[config.mk]
export PLATFORM = sky130hd
export DESIGN_NAME = cie_top
export DESIGN_NICKNAME = d
export VERILOG_FILES = /design/src/cie_pkg.sv /design/src/cie_ctl_if.sv /design/src/cie_top.sv /design/src/cie_input_filter.sv /design/src/cie_restart_ctl.sv
export VERILOG_INCLUDE_DIRS = /design/src /design/src/src
export SDC_FILE = /design/constraint.sdc
export NUM_CORES = 1
export LEC_CHECK = 0
export CAP_MARGIN = 40
export CORE_ASPECT_RATIO = 0.75
export CORE_MARGIN = 2
export CORE_UTILIZATION = 55
export CTS_BUF_LIST = sky130_fd_sc_hd__clkbuf_8
export DETAILED_ROUTE_END_ITERATION = 12
export DONT_BUFFER_PORTS = 1
export PLACE_DENSITY = 0.71
export SLEW_MARGIN = 5
export SYNTH_ARGS = -nofsm -noshare
export SYNTH_HDL_FRONTEND = slang
export SYNTH_HIERARCHICAL = 1
export SYNTH_SLANG_ARGS = --single-unit
[constraint.sdc]
create_clock -name clk -period 8.79 [get_ports clk]
set_input_delay 0.879 -clock clk [delete_from_list [all_inputs] [get_ports clk]]
set_output_delay 0.879 -clock clk [all_outputs]
set_load 0.01 [all_outputs]
[src/cie_defines.svh]
// constants for the control input evaluation and output control block
`ifndef CIE_DEFINES_SVH
`define CIE_DEFINES_SVH
`define CIE_CLK_HZ 100000000
`define CIE_HZ_PER_KHZ 1000
`define CIE_MS_PER_S 16'h03e8
// apb byte addresses
`define CIE_ADDR_CTRL 8'h00
`define CIE_ADDR_IN_DELAY 8'h04
`define CIE_ADDR_RST_DELAY 8'h08
`define CIE_ADDR_FIELD_ALLOC 8'h0c
`define CIE_ADDR_STATUS 8'h10
`define CIE_ADDR_FIELD_STAT 8'h14
// control register fields
`define CIE_CTRL_ONEHOT 0
`define CIE_CTRL_RST_LO 1
`define CIE_CTRL_RST_HI 2
`define CIE_CTRL_EDM 3
`define CIE_CTRL_SPEED 4
`define CIE_CTRL_EXT_LO 5
`define CIE_CTRL_EXT_HI 6
`define CIE_CTRL_PAIR_LO 8
`define CIE_CTRL_RESET 32'h00001f00
// status register fields
`define CIE_ST_SAFETY_SWITCHING_OUTPUT 0
`define CIE_ST_CASE_ERR 1
`define CIE_ST_RST_REQ 2
`define CIE_ST_FAULT_LED 3
`define CIE_ST_LOCKOUT 4
`define CIE_ST_STABLE 5
`define CIE_ST_CASE_LO 8
`define CIE_ST_CASE_HI 15
`define CIE_ST_ERR_LO 16
`define CIE_ST_ERR_HI 23
// timing and limits
`define CIE_IN_DELAY_RESET 16'h000a
`define CIE_RST_DELAY_MIN 8'h02
`define CIE_RST_DELAY_MAX 8'h3c
`define CIE_EDM_MS 16'h012c
// display error codes
`define CIE_ERR_NONE 8'h00
`define CIE_ERR_INPUT 8'h31
`define CIE_ERR_EDM 8'h52
`endif

[src/cie_pkg.sv]
// types shared by the control input evaluation block
package cie_pkg;
  typedef enum logic [1:0] {
    CIE_RST_NONE,
    CIE_RST_DELAY,
    CIE_RST_INTERLOCK
  } cie_rst_mode_t;

  typedef enum logic [2:0] {
    CIE_S_OFF,
    CIE_S_WAIT,
    CIE_S_ON,
    CIE_S_FAULT,
    CIE_S_LOCK
  } cie_rst_state_t;
endpackage : cie_pkg

[src/cie_ctl_if.sv]
// link between top and the restart and feedback controller
`timescale 1ns/100ps
interface cie_ctl_if;
  import cie_pkg::*;
  logic obj;
  cie_rst_mode_t mode;
  logic [7:0] delay_s;
  logic edm_en;
  logic fb_dropped;
  logic reset_pulse;
  logic ms_tick;
  logic sec_tick;
  logic safety_switching_output_on;
  logic fault_led;
  logic lockout;
  logic reset_req;
  logic edm_fault;
  modport top (output obj, mode, delay_s, edm_en, fb_dropped, reset_pulse, ms_tick, sec_tick,
               input safety_switching_output_on, fault_led, lockout, reset_req, edm_fault);
  modport ctl (input obj, mode, delay_s, edm_en, fb_dropped, reset_pulse, ms_tick, sec_tick,
               output safety_switching_output_on, fault_led, lockout, reset_req, edm_fault);
endinterface : cie_ctl_if

[src/cie_top.sv]
// control input evaluation and safety output control, apb register slave
`timescale 1ns/100ps
`include "cie_defines.svh"

// Notes on behaviour
// - control inputs decode in complementary or one-hot mode, chosen by configuration.
// - complementary pair: 10 gives 0, 01 gives 1, 00 or 11 is error.
// - one-hot: each line alone; single high line selects case by its position.
// - one-hot: no line high or several lines high is an error.
// - configurable input settling delay, default ten milliseconds.
// - up to five dual-channel control inputs may be enabled for case switching.
// - with speed use enabled, speed range joins the monitoring case selection.
// - local safety outputs always switch off with an object in an allocated field; unallocated fields leave them on.
// - a setting picks which external switching output reacts to the field.
// - field status bit is 1 when clear, 0 when interrupted, unallocated always 1.
// - with feedback checking, contactors must drop out; welded contact keeps outputs off.
// - feedback fault without interlock or with delay locks the device out.
// - feedback fault with interlock: outputs off, indicator lit, error code shown.
// - restart mode is none, timed delay, or interlock needing reset.
// - without interlock outputs return as soon as the field is clear.
// - with delay outputs return after the field stays clear for two to sixty seconds.
// - with interlock outputs return only on reset while the field is clear.
module cie_top #(
  parameter int NPAIRS = 5,
  parameter int FIELDS = 4,
  parameter int CLK_PER_MS = `CIE_CLK_HZ / `CIE_HZ_PER_KHZ
) (
  // clock and reset
  input wire logic clk,
  input wire logic reset,
  // apb slave
  input wire logic psel,
  input wire logic penable,
  input wire logic pwrite,
  input wire logic [7:0] paddr,
  input wire logic [31:0] pwdata,
  output logic [31:0] prdata,
  output logic pready,
  output logic pslverr,
  // control input pairs, index 0 is pair a, index 1 pair b
  input wire logic [NPAIRS-1:0] pair_line_one,
  input wire logic [NPAIRS-1:0] pair_line_two,
  input wire logic [1:0] speed_range,
  // scanner and machine side
  input wire logic [FIELDS-1:0] field_object,
  input wire logic contactor_feedback_dropped,
  input wire logic reset_switch,
  // results
  output logic safety_switching_output,
  output logic [3:0] ext_switch_off,
  output logic [FIELDS-1:0] field_status,
  output logic [7:0] monitoring_case,
  output logic case_error,
  output logic fault_led,
  output logic reset_required,
  output logic [7:0] error_code
);
  import cie_pkg::*;

  localparam int NL = 2 * NPAIRS;

  // elaboration-time limits: pair enables sit in five control bits
  if (NPAIRS < 2 || NPAIRS > 5) begin : g_bad_npairs
    $error("cie_top: NPAIRS must be 2..5");
  end
  if (FIELDS < 1 || FIELDS > 8) begin : g_bad_fields
    $error("cie_top: FIELDS must be 1..8");
  end
  if (CLK_PER_MS < 2) begin : g_bad_clk
    $error("cie_top: CLK_PER_MS too small");
  end

  ////////////////////////////////////////////////////////////////////////////
  // registers
  logic [31:0] ctrl_r;
  logic [15:0] in_delay_r;
  logic [7:0] rst_delay_r;
  logic [FIELDS-1:0] alloc_r;
  logic [31:0] rd_nxt;
  logic hit;
  logic wr_en;
  logic in_stable;
  cie_ctl_if cif ();

  assign wr_en = psel && penable && pready && pwrite;

  always_comb begin
    hit = 1'b1;
    rd_nxt = '0;
    unique case (paddr)
      `CIE_ADDR_CTRL: rd_nxt = ctrl_r;
      `CIE_ADDR_IN_DELAY: rd_nxt = {16'h0000, in_delay_r};
      `CIE_ADDR_RST_DELAY: rd_nxt = {24'h000000, rst_delay_r};
      `CIE_ADDR_FIELD_ALLOC: rd_nxt[FIELDS-1:0] = alloc_r;
      `CIE_ADDR_STATUS: begin
        rd_nxt[`CIE_ST_SAFETY_SWITCHING_OUTPUT] = safety_switching_output;
        rd_nxt[`CIE_ST_CASE_ERR] = case_error;
        rd_nxt[`CIE_ST_RST_REQ] = reset_required;
        rd_nxt[`CIE_ST_FAULT_LED] = fault_led;
        rd_nxt[`CIE_ST_LOCKOUT] = cif.lockout;
        rd_nxt[`CIE_ST_STABLE] = in_stable;
        rd_nxt[`CIE_ST_CASE_HI:`CIE_ST_CASE_LO] = monitoring_case;
        rd_nxt[`CIE_ST_ERR_HI:`CIE_ST_ERR_LO] = error_code;
      end
      `CIE_ADDR_FIELD_STAT: rd_nxt[FIELDS-1:0] = field_status;
      default: hit = 1'b0;
    endcase
  end

  // one wait state: pready rises in the second access cycle
  always_ff @(posedge clk or posedge reset) begin
    if (reset) begin
      pready <= 1'b0;
      prdata <= '0;
      pslverr <= 1'b0;
    end else begin
      pready <= psel && penable && !pready;
      if (psel && penable && !pready) begin
        prdata <= pwrite ? 32'h00000000 : rd_nxt;
        pslverr <= !hit;
      end
    end
  end

  always_ff @(posedge clk or posedge reset) begin
    if (reset) begin
      ctrl_r <= `CIE_CTRL_RESET;
      in_delay_r <= `CIE_IN_DELAY_RESET;
      rst_delay_r <= `CIE_RST_DELAY_MIN;
      alloc_r <= {FIELDS{1'b1}};
    end else if (wr_en) begin
      unique case (paddr)
        `CIE_ADDR_CTRL: ctrl_r <= pwdata;
        `CIE_ADDR_IN_DELAY: in_delay_r <= pwdata[15:0];
        `CIE_ADDR_RST_DELAY: begin
          // out-of-range delays clamp so a bad write cannot shorten protection
          if (pwdata[7:0] < `CIE_RST_DELAY_MIN) rst_delay_r <= `CIE_RST_DELAY_MIN;
          else if (pwdata[7:0] > `CIE_RST_DELAY_MAX) rst_delay_r <= `CIE_RST_DELAY_MAX;
          else rst_delay_r <= pwdata[7:0];
        end
        `CIE_ADDR_FIELD_ALLOC: alloc_r <= pwdata[FIELDS-1:0];
        default: ;
      endcase
    end
  end

  ////////////////////////////////////////////////////////////////////////////
  // time base
  logic [31:0] div_r;
  logic [15:0] ms_cnt_r;
  logic ms_tick_r;
  logic sec_tick_r;

  always_ff @(posedge clk or posedge reset) begin
    if (reset) begin
      div_r <= '0;
      ms_tick_r <= 1'b0;
    end else begin
      ms_tick_r <= (div_r == 32'(CLK_PER_MS - 1));
      div_r <= (div_r == 32'(CLK_PER_MS - 1)) ? 32'h00000000 : div_r + 32'h00000001;
    end
  end

  always_ff @(posedge clk or posedge reset) begin
    if (reset) begin
      ms_cnt_r <= '0;
      sec_tick_r <= 1'b0;
    end else begin
      sec_tick_r <= ms_tick_r && (ms_cnt_r == `CIE_MS_PER_S - 16'h0001);
      if (ms_tick_r) begin
        ms_cnt_r <= (ms_cnt_r == `CIE_MS_PER_S - 16'h0001) ? 16'h0000 : ms_cnt_r + 16'h0001;
      end
    end
  end

  ////////////////////////////////////////////////////////////////////////////
  // input settling and decode
  logic [NL-1:0] raw_lines;
  logic [NL-1:0] lines;
  logic [NPAIRS-1:0] pair_en;
  logic [7:0] case_nxt;
  logic err_nxt;
  logic [3:0] ones;

  assign pair_en = ctrl_r[`CIE_CTRL_PAIR_LO +: NPAIRS];

  genvar gp;
  generate
    for (gp = 0; gp < NPAIRS; gp++) begin : g_pair
      assign raw_lines[2*gp] = pair_line_one[gp];
      assign raw_lines[2*gp+1] = pair_line_two[gp];
    end
  endgenerate

  cie_input_filter #(
    .W(NL)
  ) u_filter (
    .clk(clk),
    .reset(reset),
    .ms_tick(ms_tick_r),
    .delay_ms(in_delay_r),
    .lines_in(raw_lines),
    .lines_out(lines),
    .stable(in_stable)
  );

  always_comb begin
    case_nxt = '0;
    err_nxt = 1'b0;
    ones = '0;
    if (ctrl_r[`CIE_CTRL_ONEHOT]) begin
      for (int i = 0; i < NL; i++) begin
        if (pair_en[i/2] && lines[i]) begin
          ones = ones + 4'h1;
          case_nxt = 8'(i + 1);
        end
      end
      err_nxt = (ones != 4'h1);
    end else begin
      for (int p = 0; p < NPAIRS; p++) begin
        if (pair_en[p]) begin
          case_nxt[p] = lines[2*p+1];
          if (lines[2*p] == lines[2*p+1]) err_nxt = 1'b1;
        end
      end
    end
    if (ctrl_r[`CIE_CTRL_SPEED]) begin
      case_nxt[6:5] = speed_range;
    end
  end

  always_ff @(posedge clk or posedge reset) begin
    if (reset) begin
      monitoring_case <= '0;
      case_error <= 1'b1;
    end else begin
      case_error <= err_nxt;
      if (!err_nxt) monitoring_case <= case_nxt;
    end
  end

  ////////////////////////////////////////////////////////////////////////////
  // fields and restart control
  logic obj;
  logic rs_last_r;

  assign obj = |(field_object & alloc_r) || case_error;

  always_ff @(posedge clk or posedge reset) begin
    if (reset) begin
      field_status <= {FIELDS{1'b1}};
      ext_switch_off <= '1;
      rs_last_r <= 1'b0;
    end else begin
      field_status <= ~(field_object & alloc_r);
      ext_switch_off <= '0;
      ext_switch_off[ctrl_r[`CIE_CTRL_EXT_HI:`CIE_CTRL_EXT_LO]] <= !cif.safety_switching_output_on;
      rs_last_r <= reset_switch;
    end
  end

  assign cif.obj = obj;
  // an unused mode code behaves as interlock, the safest choice
  assign cif.mode = (ctrl_r[`CIE_CTRL_RST_HI:`CIE_CTRL_RST_LO] > 2'h2) ? CIE_RST_INTERLOCK
                    : cie_rst_mode_t'(ctrl_r[`CIE_CTRL_RST_HI:`CIE_CTRL_RST_LO]);
  assign cif.delay_s = rst_delay_r;
  assign cif.edm_en = ctrl_r[`CIE_CTRL_EDM];
  assign cif.fb_dropped = contactor_feedback_dropped;
  assign cif.reset_pulse = reset_switch && !rs_last_r;
  assign cif.ms_tick = ms_tick_r;
  assign cif.sec_tick = sec_tick_r;

  cie_restart_ctl u_restart (
    .clk(clk),
    .reset(reset),
    .c(cif.ctl)
  );

  always_ff @(posedge clk or posedge reset) begin
    if (reset) begin
      safety_switching_output <= 1'b0;
      fault_led <= 1'b0;
      reset_required <= 1'b0;
      error_code <= `CIE_ERR_NONE;
    end else begin
      safety_switching_output <= cif.safety_switching_output_on && !obj;
      fault_led <= cif.fault_led;
      reset_required <= cif.reset_req;
      if (cif.edm_fault) error_code <= `CIE_ERR_EDM;
      else if (case_error) error_code <= `CIE_ERR_INPUT;
      else error_code <= `CIE_ERR_NONE;
    end
  end
endmodule : cie_top

[src/cie_input_filter.sv]
// settling filter for the static control lines
`timescale 1ns/100ps
module cie_input_filter #(
  parameter int W = 10
) (
  // clock and reset
  input wire logic clk,
  input wire logic reset,
  // timing
  input wire logic ms_tick,
  input wire logic [15:0] delay_ms,
  // lines
  input wire logic [W-1:0] lines_in,
  output logic [W-1:0] lines_out,
  output logic stable
);
  logic [W-1:0] last_r;
  logic [15:0] cnt_r;

  if (W < 2) begin : g_bad_w
    $error("cie_input_filter: W too small");
  end

  always_ff @(posedge clk or posedge reset) begin
    if (reset) begin
      last_r <= '0;
      cnt_r <= '0;
    end else if (lines_in != last_r) begin
      last_r <= lines_in;
      cnt_r <= '0;
    end else if (ms_tick && cnt_r < delay_ms) begin
      cnt_r <= cnt_r + 16'h0001;
    end
  end

  always_ff @(posedge clk or posedge reset) begin
    if (reset) begin
      lines_out <= '0;
      stable <= 1'b0;
    end else begin
      stable <= (lines_in == last_r) && (cnt_r >= delay_ms);
      if (lines_in == last_r && cnt_r >= delay_ms) begin
        lines_out <= last_r;
      end
    end
  end
endmodule : cie_input_filter

[src/cie_restart_ctl.sv]
// restart behaviour and contactor feedback supervision
`timescale 1ns/100ps
module cie_restart_ctl (
  // clock and reset
  input wire logic clk,
  input wire logic reset,
  // control link
  cie_ctl_if.ctl c
);
  import cie_pkg::*;
  cie_rst_state_t st_r;
  logic [7:0] sec_r;
  logic [15:0] edm_ms_r;
  logic edm_bad;

  // feedback must show dropped contactors within the window after switch-off
  assign edm_bad = c.edm_en && !c.fb_dropped && edm_ms_r >= `CIE_EDM_MS;

  always_ff @(posedge clk or posedge reset) begin
    if (reset) begin
      edm_ms_r <= '0;
    end else if (st_r == CIE_S_ON || c.fb_dropped) begin
      edm_ms_r <= '0;
    end else if (c.ms_tick && edm_ms_r < `CIE_EDM_MS) begin
      edm_ms_r <= edm_ms_r + 16'h0001;
    end
  end

  always_ff @(posedge clk or posedge reset) begin
    if (reset) begin
      sec_r <= '0;
    end else if (st_r != CIE_S_WAIT || c.obj) begin
      sec_r <= '0;
    end else if (c.sec_tick && sec_r < c.delay_s) begin
      sec_r <= sec_r + 8'h01;
    end
  end

  always_ff @(posedge clk or posedge reset) begin
    if (reset) begin
      st_r <= CIE_S_OFF;
    end else begin
      unique case (st_r)
        CIE_S_ON: begin
          if (c.obj) st_r <= CIE_S_OFF;
        end
        CIE_S_OFF, CIE_S_WAIT: begin
          if (edm_bad) begin
            st_r <= (c.mode == CIE_RST_INTERLOCK) ? CIE_S_FAULT : CIE_S_LOCK;
          end else if (c.obj) begin
            st_r <= CIE_S_OFF;
          end else if (!c.fb_dropped && c.edm_en) begin
            st_r <= st_r;
          end else if (c.mode == CIE_RST_NONE) begin
            st_r <= CIE_S_ON;
          end else if (c.mode == CIE_RST_DELAY) begin
            st_r <= (st_r == CIE_S_WAIT && sec_r >= c.delay_s) ? CIE_S_ON : CIE_S_WAIT;
          end else begin
            st_r <= (st_r == CIE_S_WAIT && c.reset_pulse) ? CIE_S_ON : CIE_S_WAIT;
          end
        end
        CIE_S_FAULT: begin
          if (c.reset_pulse && !c.obj && c.fb_dropped) st_r <= CIE_S_OFF;
        end
        CIE_S_LOCK: begin
          st_r <= CIE_S_LOCK;
        end
        default: st_r <= CIE_S_LOCK;
      endcase
    end
  end

  always_ff @(posedge clk or posedge reset) begin
    if (reset) begin
      c.safety_switching_output_on <= 1'b0;
      c.fault_led <= 1'b0;
      c.lockout <= 1'b0;
      c.reset_req <= 1'b0;
      c.edm_fault <= 1'b0;
    end else begin
      c.safety_switching_output_on <= (st_r == CIE_S_ON) && !c.obj;
      c.fault_led <= (st_r == CIE_S_FAULT);
      c.lockout <= (st_r == CIE_S_LOCK);
      c.reset_req <= (st_r == CIE_S_WAIT) && (c.mode == CIE_RST_INTERLOCK) && !c.obj;
      c.edm_fault <= (st_r == CIE_S_FAULT) || (st_r == CIE_S_LOCK);
    end
  end
endmodule : cie_restart_ctl

### Word level (Yosys, flattened, before mapping)

Index checks and enable logic that the tools add are counted.

| storage, ports and cells | value |
|---|---|
| output and inout port bits | 62 |
| flip-flop bits (word level) | 242 |
| word-level logic and storage cells | 223 |

| cells by class | value |
|---|---|
| muxes and demuxes | 83 |
| bitwise operators | 3 |
| equality and inequality tests | 25 |
| order comparisons | 11 |
| reduce and logical (&&, ||, !) cells | 55 |
| add/sub/neg operators | 14 |

Operators with widths:

| cell | number |
|---|---|
| 8-bit 2-to-1 mux | 14 |
| 16-bit 2-to-1 mux | 5 |
| 4-bit 2-to-1 mux | 19 |
| 32-bit 2-to-1 mux | 2 |
| 16-bit by 1-bit adder with 16-bit output, second input constant | 3 |
| 16-bit case mux with 3 select lines | 1 |
| 4-bit by 1-bit adder with 4-bit output, second input constant | 9 |
| 32-bit by 1-bit adder with 32-bit output, second input constant | 1 |
| 32-bit by 17-bit equality test with 1-bit output, second input constant | 1 |
| 1-bit logical AND | 31 |
| 3-bit 2-to-1 mux | 9 |
| 4-bit case mux with 6 select lines | 1 |
| 1-bit 2-to-1 mux | 21 |
| 16-bit by 10-bit equality test with 1-bit output, second input constant | 1 |
| 8-bit by 4-bit equality test with 1-bit output, second input constant | 2 |
| 8-bit by 5-bit equality test with 1-bit output, second input constant | 2 |
| 16-bit >= comparator | 1 |
| 16-bit by 9-bit >= comparator with 1-bit output, second input constant | 1 |
| 16-bit less-than comparator | 1 |
| 16-bit by 9-bit less-than comparator with 1-bit output, second input constant | 1 |
| 10-bit equality test | 1 |
| 10-bit != test | 1 |
| 3-bit case mux with 3 select lines | 1 |
| 8-bit by 1-bit adder with 8-bit output, second input constant | 1 |
| other kinds (38) | 61 |

### Logic depth before layout (Yosys ltp)

| depth | value |
|---|---|
| depth after elaboration | 32 |
| depth in mapped cells | 25 |
| depth with buffers taken out | 25 |

### Cells and area by module

The synthesis kept the hierarchy.

Modules (own cells, without submodules):

| module | instances | area each (µm²) | seq. area each (µm²) | cells each |
|---|---|---|---|---|
| cie_top | 1 | 7966.4 | 4205.3 | 719 |
| cie_input_filter | 1 | 2113.3 | 925.9 | 207 |
| cie_restart_ctl | 1 | 1700.4 | 800.8 | 173 |

### Worst setup path after synthesis

Ideal clock, no wire load.

| timing | value |
|---|---|
| path kind | flip-flop to flip-flop |
| from | reg ctrl_r[8] |
| to | reg monitoring_case[0] |
| setup slack | 3075 ps |
| setup time | 125 ps |
| arrival | 5591 ps |
| clock period less this slack | 5715 ps |
| stages on the path, launching flop included | 25 |
| cell sequence | dfstp_2 -> nand2_1 -> ha_1 -> xnor2_1 -> ha_1 -> mux2_2 -> ha_1 -> nor2_1 -> nor3_1 -> ha_1 -> nand2_1 -> o31ai_1 -> ha_1 -> mux2_2 -> ha_1 -> mux2i_1 -> inv_1 -> ha_1 -> nor2_1 -> a21oi_1 -> ha_1 -> a2111oi_0 -> a31oi_1 -> o31ai_4 -> mux2_2 |

| on the way | value |
|---|---|
| longest elaborated chain between the ends | 32 |
| elaborated cells on any way between the ends | 55 |
| classes of those cells | 9 x add/sub; 1 x eq/ne; 43 x mux; 2 x reduce/logical |

RTL lines:

| element | RTL line | RTL |
|---|---|---|
| start, declared | cie_top.sv:75 | `logic [31:0] ctrl_r;` |
| start signal, assigned | cie_top.sv:127 | `` ctrl_r <= `CIE_CTRL_RESET; `` |
| start signal, assigned | cie_top.sv:133 | `` `CIE_ADDR_CTRL: ctrl_r <= pwdata; `` |
| 1-bit logical AND | cie_top.sv:213 | `if (pair_en[i/2] && lines[i]) begin` |
| 1-bit 2-to-1 mux | cie_top.sv:213 |  |
| 4-bit 2-to-1 mux | cie_top.sv:211 | `` if (ctrl_r[`CIE_CTRL_ONEHOT]) begin `` |
| 4-bit by 1-bit adder with 4-bit output | cie_top.sv:214 | `ones = ones + 4'h1;` |
| 4-bit 2-to-1 mux | cie_top.sv:213 |  |
| 4-bit 2-to-1 mux | cie_top.sv:211 |  |
| 4-bit by 1-bit adder with 4-bit output | cie_top.sv:214 |  |
| 4-bit 2-to-1 mux | cie_top.sv:213 |  |
| [16 not listed] | - |  |
| 4-bit by 1-bit adder with 4-bit output | cie_top.sv:214 |  |
| 4-bit 2-to-1 mux | cie_top.sv:213 |  |
| 4-bit 2-to-1 mux | cie_top.sv:211 |  |
| 4-bit by 1-bit adder with 4-bit output | cie_top.sv:214 |  |
| 4-bit 2-to-1 mux | cie_top.sv:213 |  |
| 4-bit 2-to-1 mux | cie_top.sv:211 |  |
| 4-bit by 1-bit != test with 1-bit output | cie_top.sv:218 | `err_nxt = (ones != 4'h1);` |
| 1-bit 2-to-1 mux | cie_top.sv:211 |  |
| end signal, assigned | cie_top.sv:238 | `if (!err_nxt) monitoring_case <= case_nxt;` |
| end, declared | cie_top.sv:52 | `output logic [7:0] monitoring_case,` |

Several ways; a longest one is shown, not always the timed one. The select of a mux whose other input is x is not followed.
A chain may end at the register's enable or synchronous reset.

### Worst setup path in the final report

| timing | value |
|---|---|
| from | reg ctrl_r[8] |
| to | reg monitoring_case[4] |

| on the way | value |
|---|---|
| longest elaborated chain between the ends | 32 |
| elaborated cells on any way between the ends | 43 |
| classes of those cells | 9 x add/sub; 1 x eq/ne; 31 x mux; 2 x reduce/logical |

RTL lines:

| element | RTL line |
|---|---|
| 1-bit logical AND | cie_top.sv:213 |
| 1-bit 2-to-1 mux | cie_top.sv:213 |
| 4-bit 2-to-1 mux | cie_top.sv:211 |
| 4-bit by 1-bit adder with 4-bit output | cie_top.sv:214 |
| 4-bit 2-to-1 mux | cie_top.sv:213 |
| 4-bit 2-to-1 mux | cie_top.sv:211 |
| 4-bit by 1-bit adder with 4-bit output | cie_top.sv:214 |
| 4-bit 2-to-1 mux | cie_top.sv:213 |
| [16 not listed] | - |
| 4-bit by 1-bit adder with 4-bit output | cie_top.sv:214 |
| 4-bit 2-to-1 mux | cie_top.sv:213 |
| 4-bit 2-to-1 mux | cie_top.sv:211 |
| 4-bit by 1-bit adder with 4-bit output | cie_top.sv:214 |
| 4-bit 2-to-1 mux | cie_top.sv:213 |
| 4-bit 2-to-1 mux | cie_top.sv:211 |
| 4-bit by 1-bit != test with 1-bit output | cie_top.sv:218 |
| 1-bit 2-to-1 mux (*) | cie_top.sv:211 |

Mark *: on every way between the ends. The rest lies on a longest branch, timed or not. The select of a mux whose other input is x is not followed.

==> impl_metrics.toml <==
[clocking]
path_clk_slew_ns = 0.06
hold_buffers = 0
cts_buffers = 39
clk_path_buf_depth = 3
post-cts-setup-buffers = 0
clock_latency_ns = 0.56
ctsResizeCount = 0
cts-root-buf = "clkbuf_8"
cts_tree = "built"
cts.sink_count = 236
h-tree-depth = 2

[route]
ant_nets = 0
totalWireLength_um = 26300
drt_first_pass_iters = 9
drc = 0
drtIter0Drc = 668
wire_per_inst_um = 18.5
avgViaCountPerCell = 5.79
vias = 8230

[setup_path]
crit_path_end_kind = "flop"
required_ns = 9.21
worst-r2r-cell-count = 24
crit_arrival_ns = 6.80
path_class = "reg2reg"
r2r_slack_ns = 2.41
reg2reg_to = "monitoring_case[4]$_DFFE_PP0N_"
startpoint_type = "flop"
r2r-start = "ctrl_r[8]$_DFFE_PP1P_"
critical_path.max_fanout = 8

[pwr]
p_int_uw = 1640
power.leakage_uw = 0.00593
power_density_nw_per_um2 = 166
clockPowerShare_pct = 45.6
p_comb_share_pct = 2.5
seqPwrFrac_pct = 51.9
switchingPower_uw = 490
ir_worst_vdd_uv = 138
swShare_pct = 23.0

[sta]
setup_viol = 0
rsz0062_at_grt = "no"
slew_headroom_pct = 43.4
finalMaxSlewViolations = 0
hold_ws_ns = 0.191
worst_slack_ns = 2.41
clock.fmax_mhz = 157
skew_ns = 0.0289
fin_crit_sh_pct = 72.6
hold_violations = 0
period_needed_ns = 6.38
worstMarginPinSlew_ns = 0.842
tns_ns = 0

[synthesis]
synth_area_leaders = "dfrtp_1 (46%), mux2_2 (6.1%), dfstp_2 (4.7%), ha_1 (4.0%), xnor2_1 (3.7%)"
yosysUniqueCellTypes = 74
synth-edff-count = 0
yosysSeqAreaShare_pct = 50.4
synth_xor_area_share_pct = 7.30
synth_top_family_by_area = "simple AND/OR/NAND/NOR gates"
synth-compound-area-share_pct = 9.89
yosysTopAreaCellShare_pct = 45.7
avgSynthCellArea_sq_um = 10.7
synthArstFlopShare_pct = 100
synthTopCellsByCount = "dfrtp_1 (215), nand2_1 (102), nor2_1 (69), mux2_2 (64), xnor2_1 (50)"
synth-simple-area-share_pct = 16.3
synthMostInstantiatedCell = "dfrtp_1"
synthAdderAreaFrac_pct = 4.12
synthesis.area_sq_um = 11800
synth_flop_cell = "dfrtp_1"
syn_inst = 1099
post-synth-top-area-cell = "dfrtp_1"
yosysWarnings = 6
synth-seq-cells = 236
synthMuxAreaShare_pct = 8.37

[global_routing]
overflow = 0
grt_pass1_vias = 8049
antenna_found_initial = 0
grt_usage_pct = 23.7
grt_pass1_wl_um = 42800
grt_start_max_net_pins = 94

[die]
rows = 46
start_util_pct = 55.9
die_area_sq_um = 22600
ios = 125
die_h_um = 131
core_sq_um = 21100
die_width_um = 173

[layout]
layout.nets = 1204
area_growth_pct = 8.99
fill_cells = 1706
antenna_cells = 0
drive_gt1_share_pct = 17.7

[place]
dpl_worst_slack_ns = 2.50
hpwl_um = 18800
gp_congestion = 0.909
port_buffers = 0

[status]
outcome = "complete, no violations"

[run]
cap_violations = 0

[worst_hold_path]
min_path_type = "in2async"
## critical path: stages (launching register included)
cell	delay (ns)
dfstp_2	0.58
nand2_1	0.11
ha_1	0.38
xnor2_1	0.15
ha_1	0.31
mux2_2	0.28
ha_1	0.29
nor2_1	0.05
nor3_1	0.21
ha_1	0.28
nand2_1	0.05
o31ai_1	0.12
ha_1	0.36
mux2_2	0.31
ha_1	0.30
mux2i_1	0.23
inv_1	0.08
ha_1	0.27
nor2_1	0.18
a21oi_1	0.07
ha_1	0.28
a2111oi_0	0.37
a31oi_1	0.13
o31ai_4	0.49
mux2_2	0.40
## worst max-delay path by stage
stage / start / endpoint / slack (ns) / cells after the start
2_1_floorplan: ctrl_r[8]$_DFFE_PP1P_ / monitoring_case[0]$_DFFE_PP0N_ / 3.07 / 24
3_3_place_gp: ctrl_r[8]$_DFFE_PP1P_ / monitoring_case[2]$_DFFE_PP0N_ / 2.72 / 24
3_5_place_dp: ctrl_r[8]$_DFFE_PP1P_ / monitoring_case[4]$_DFFE_PP0N_ / 2.50 / 24
4_1_cts: ctrl_r[8]$_DFFE_PP1P_ / monitoring_case[4]$_DFFE_PP0N_ / 2.46 / 24
5_1_grt: ctrl_r[8]$_DFFE_PP1P_ / monitoring_case[4]$_DFFE_PP0N_ / 2.13 / 25
6_report: ctrl_r[8]$_DFFE_PP1P_ / monitoring_case[4]$_DFFE_PP0N_ / 2.41 / 24
## logic make-up after synthesis
kind of cell,after synthesis
other,1
and+or+nand+nor,371
DFF,236
xor gates and xnor gates,92
adders and majority gates,39
AOI/OAI and AO/OA,174
buffers and inverters,100
muxes,86
## metrics by stage
step	utilization, %	total power [uW]	std cells	instance area, sq um
after global routing	60.9	2210	1421	12800
after floorplan	-	1170	1102	11800
final	60.9	2130	1421	12800
after global placement	56.9	1180	1346	12000
after CTS	60.9	2160	1421	12800
after detailed placement	57.2	1180	1350	12000
## layout make-up
cell class                      instances  area [sq um]  share of cell area [%]
Tap cell                              288           360                    2.81
Clock buffer                           48           661                    5.15
Clock inverter                         23           134                    1.04
Multi-Input combinational cell        766          5440                    42.4
Inverter                               48           185                    1.44
Sequential cell                       236          5930                    46.2
Timing Repair Buffer                   12           124                   0.965
## cells in the final DEF, fill, tap and decap left out, types with 8 or more instances in the layout
master,instances
dfrtp_1,215
or4_1,10
nor4_1,11
a22o_1,13
ha_1,38
o31ai_1,14
nor3_1,23
mux2_4,9
o21ai_0,45
or2_2,8
a22oi_1,15
nand4_1,21
mux2i_1,13
xnor2_1,50
nor2b_1,12
or3_1,9
nand2_1,102
dfstp_2,21
and3_1,16
nor2_1,69
a21oi_1,49
nand3_1,40
and2_1,15
xor2_1,38
mux2_2,64
buf_4,8
clkbuf_8,48
inv_1,62
## state kept, by name, summed over array words and instances, names as in the netlist, 7 cells and up
register	count
ctrl_r	32
div_r	32
prdata	32
in_delay_r	16
ms_cnt_r	16
u_filter/cnt_r	16
u_restart/edm_ms_r	16
u_filter/last_r	10
u_filter/lines_out	10
cif.delay_s	8
u_restart/sec_r	8
monitoring_case	7
## power by group through the flow
| stage | Sequential (uW) | Combinational (uW) | Clock, uW |
|---|---|---|---|
| CTS | 1100 | 55.1 | 997 |
| global route | 1100 | 61.6 | 1050 |
| detailed placement | 1120 | 54.7 | 0 |
| global placement | 1120 | 52.6 | 0 |
| floorplan | 1120 | 47.4 | 0 |
| finish | 1100 | 53.2 | 972 |
## per-layer routing
layer | track usage, % | wire length, um
met3 | 6.92 | 2320
met5 | 0 | 0
met2 | 34.1 | 10900
met1 | 34.7 | 12600
met4 | 7.28 | 555
Power figures use the tool's default switching activity.
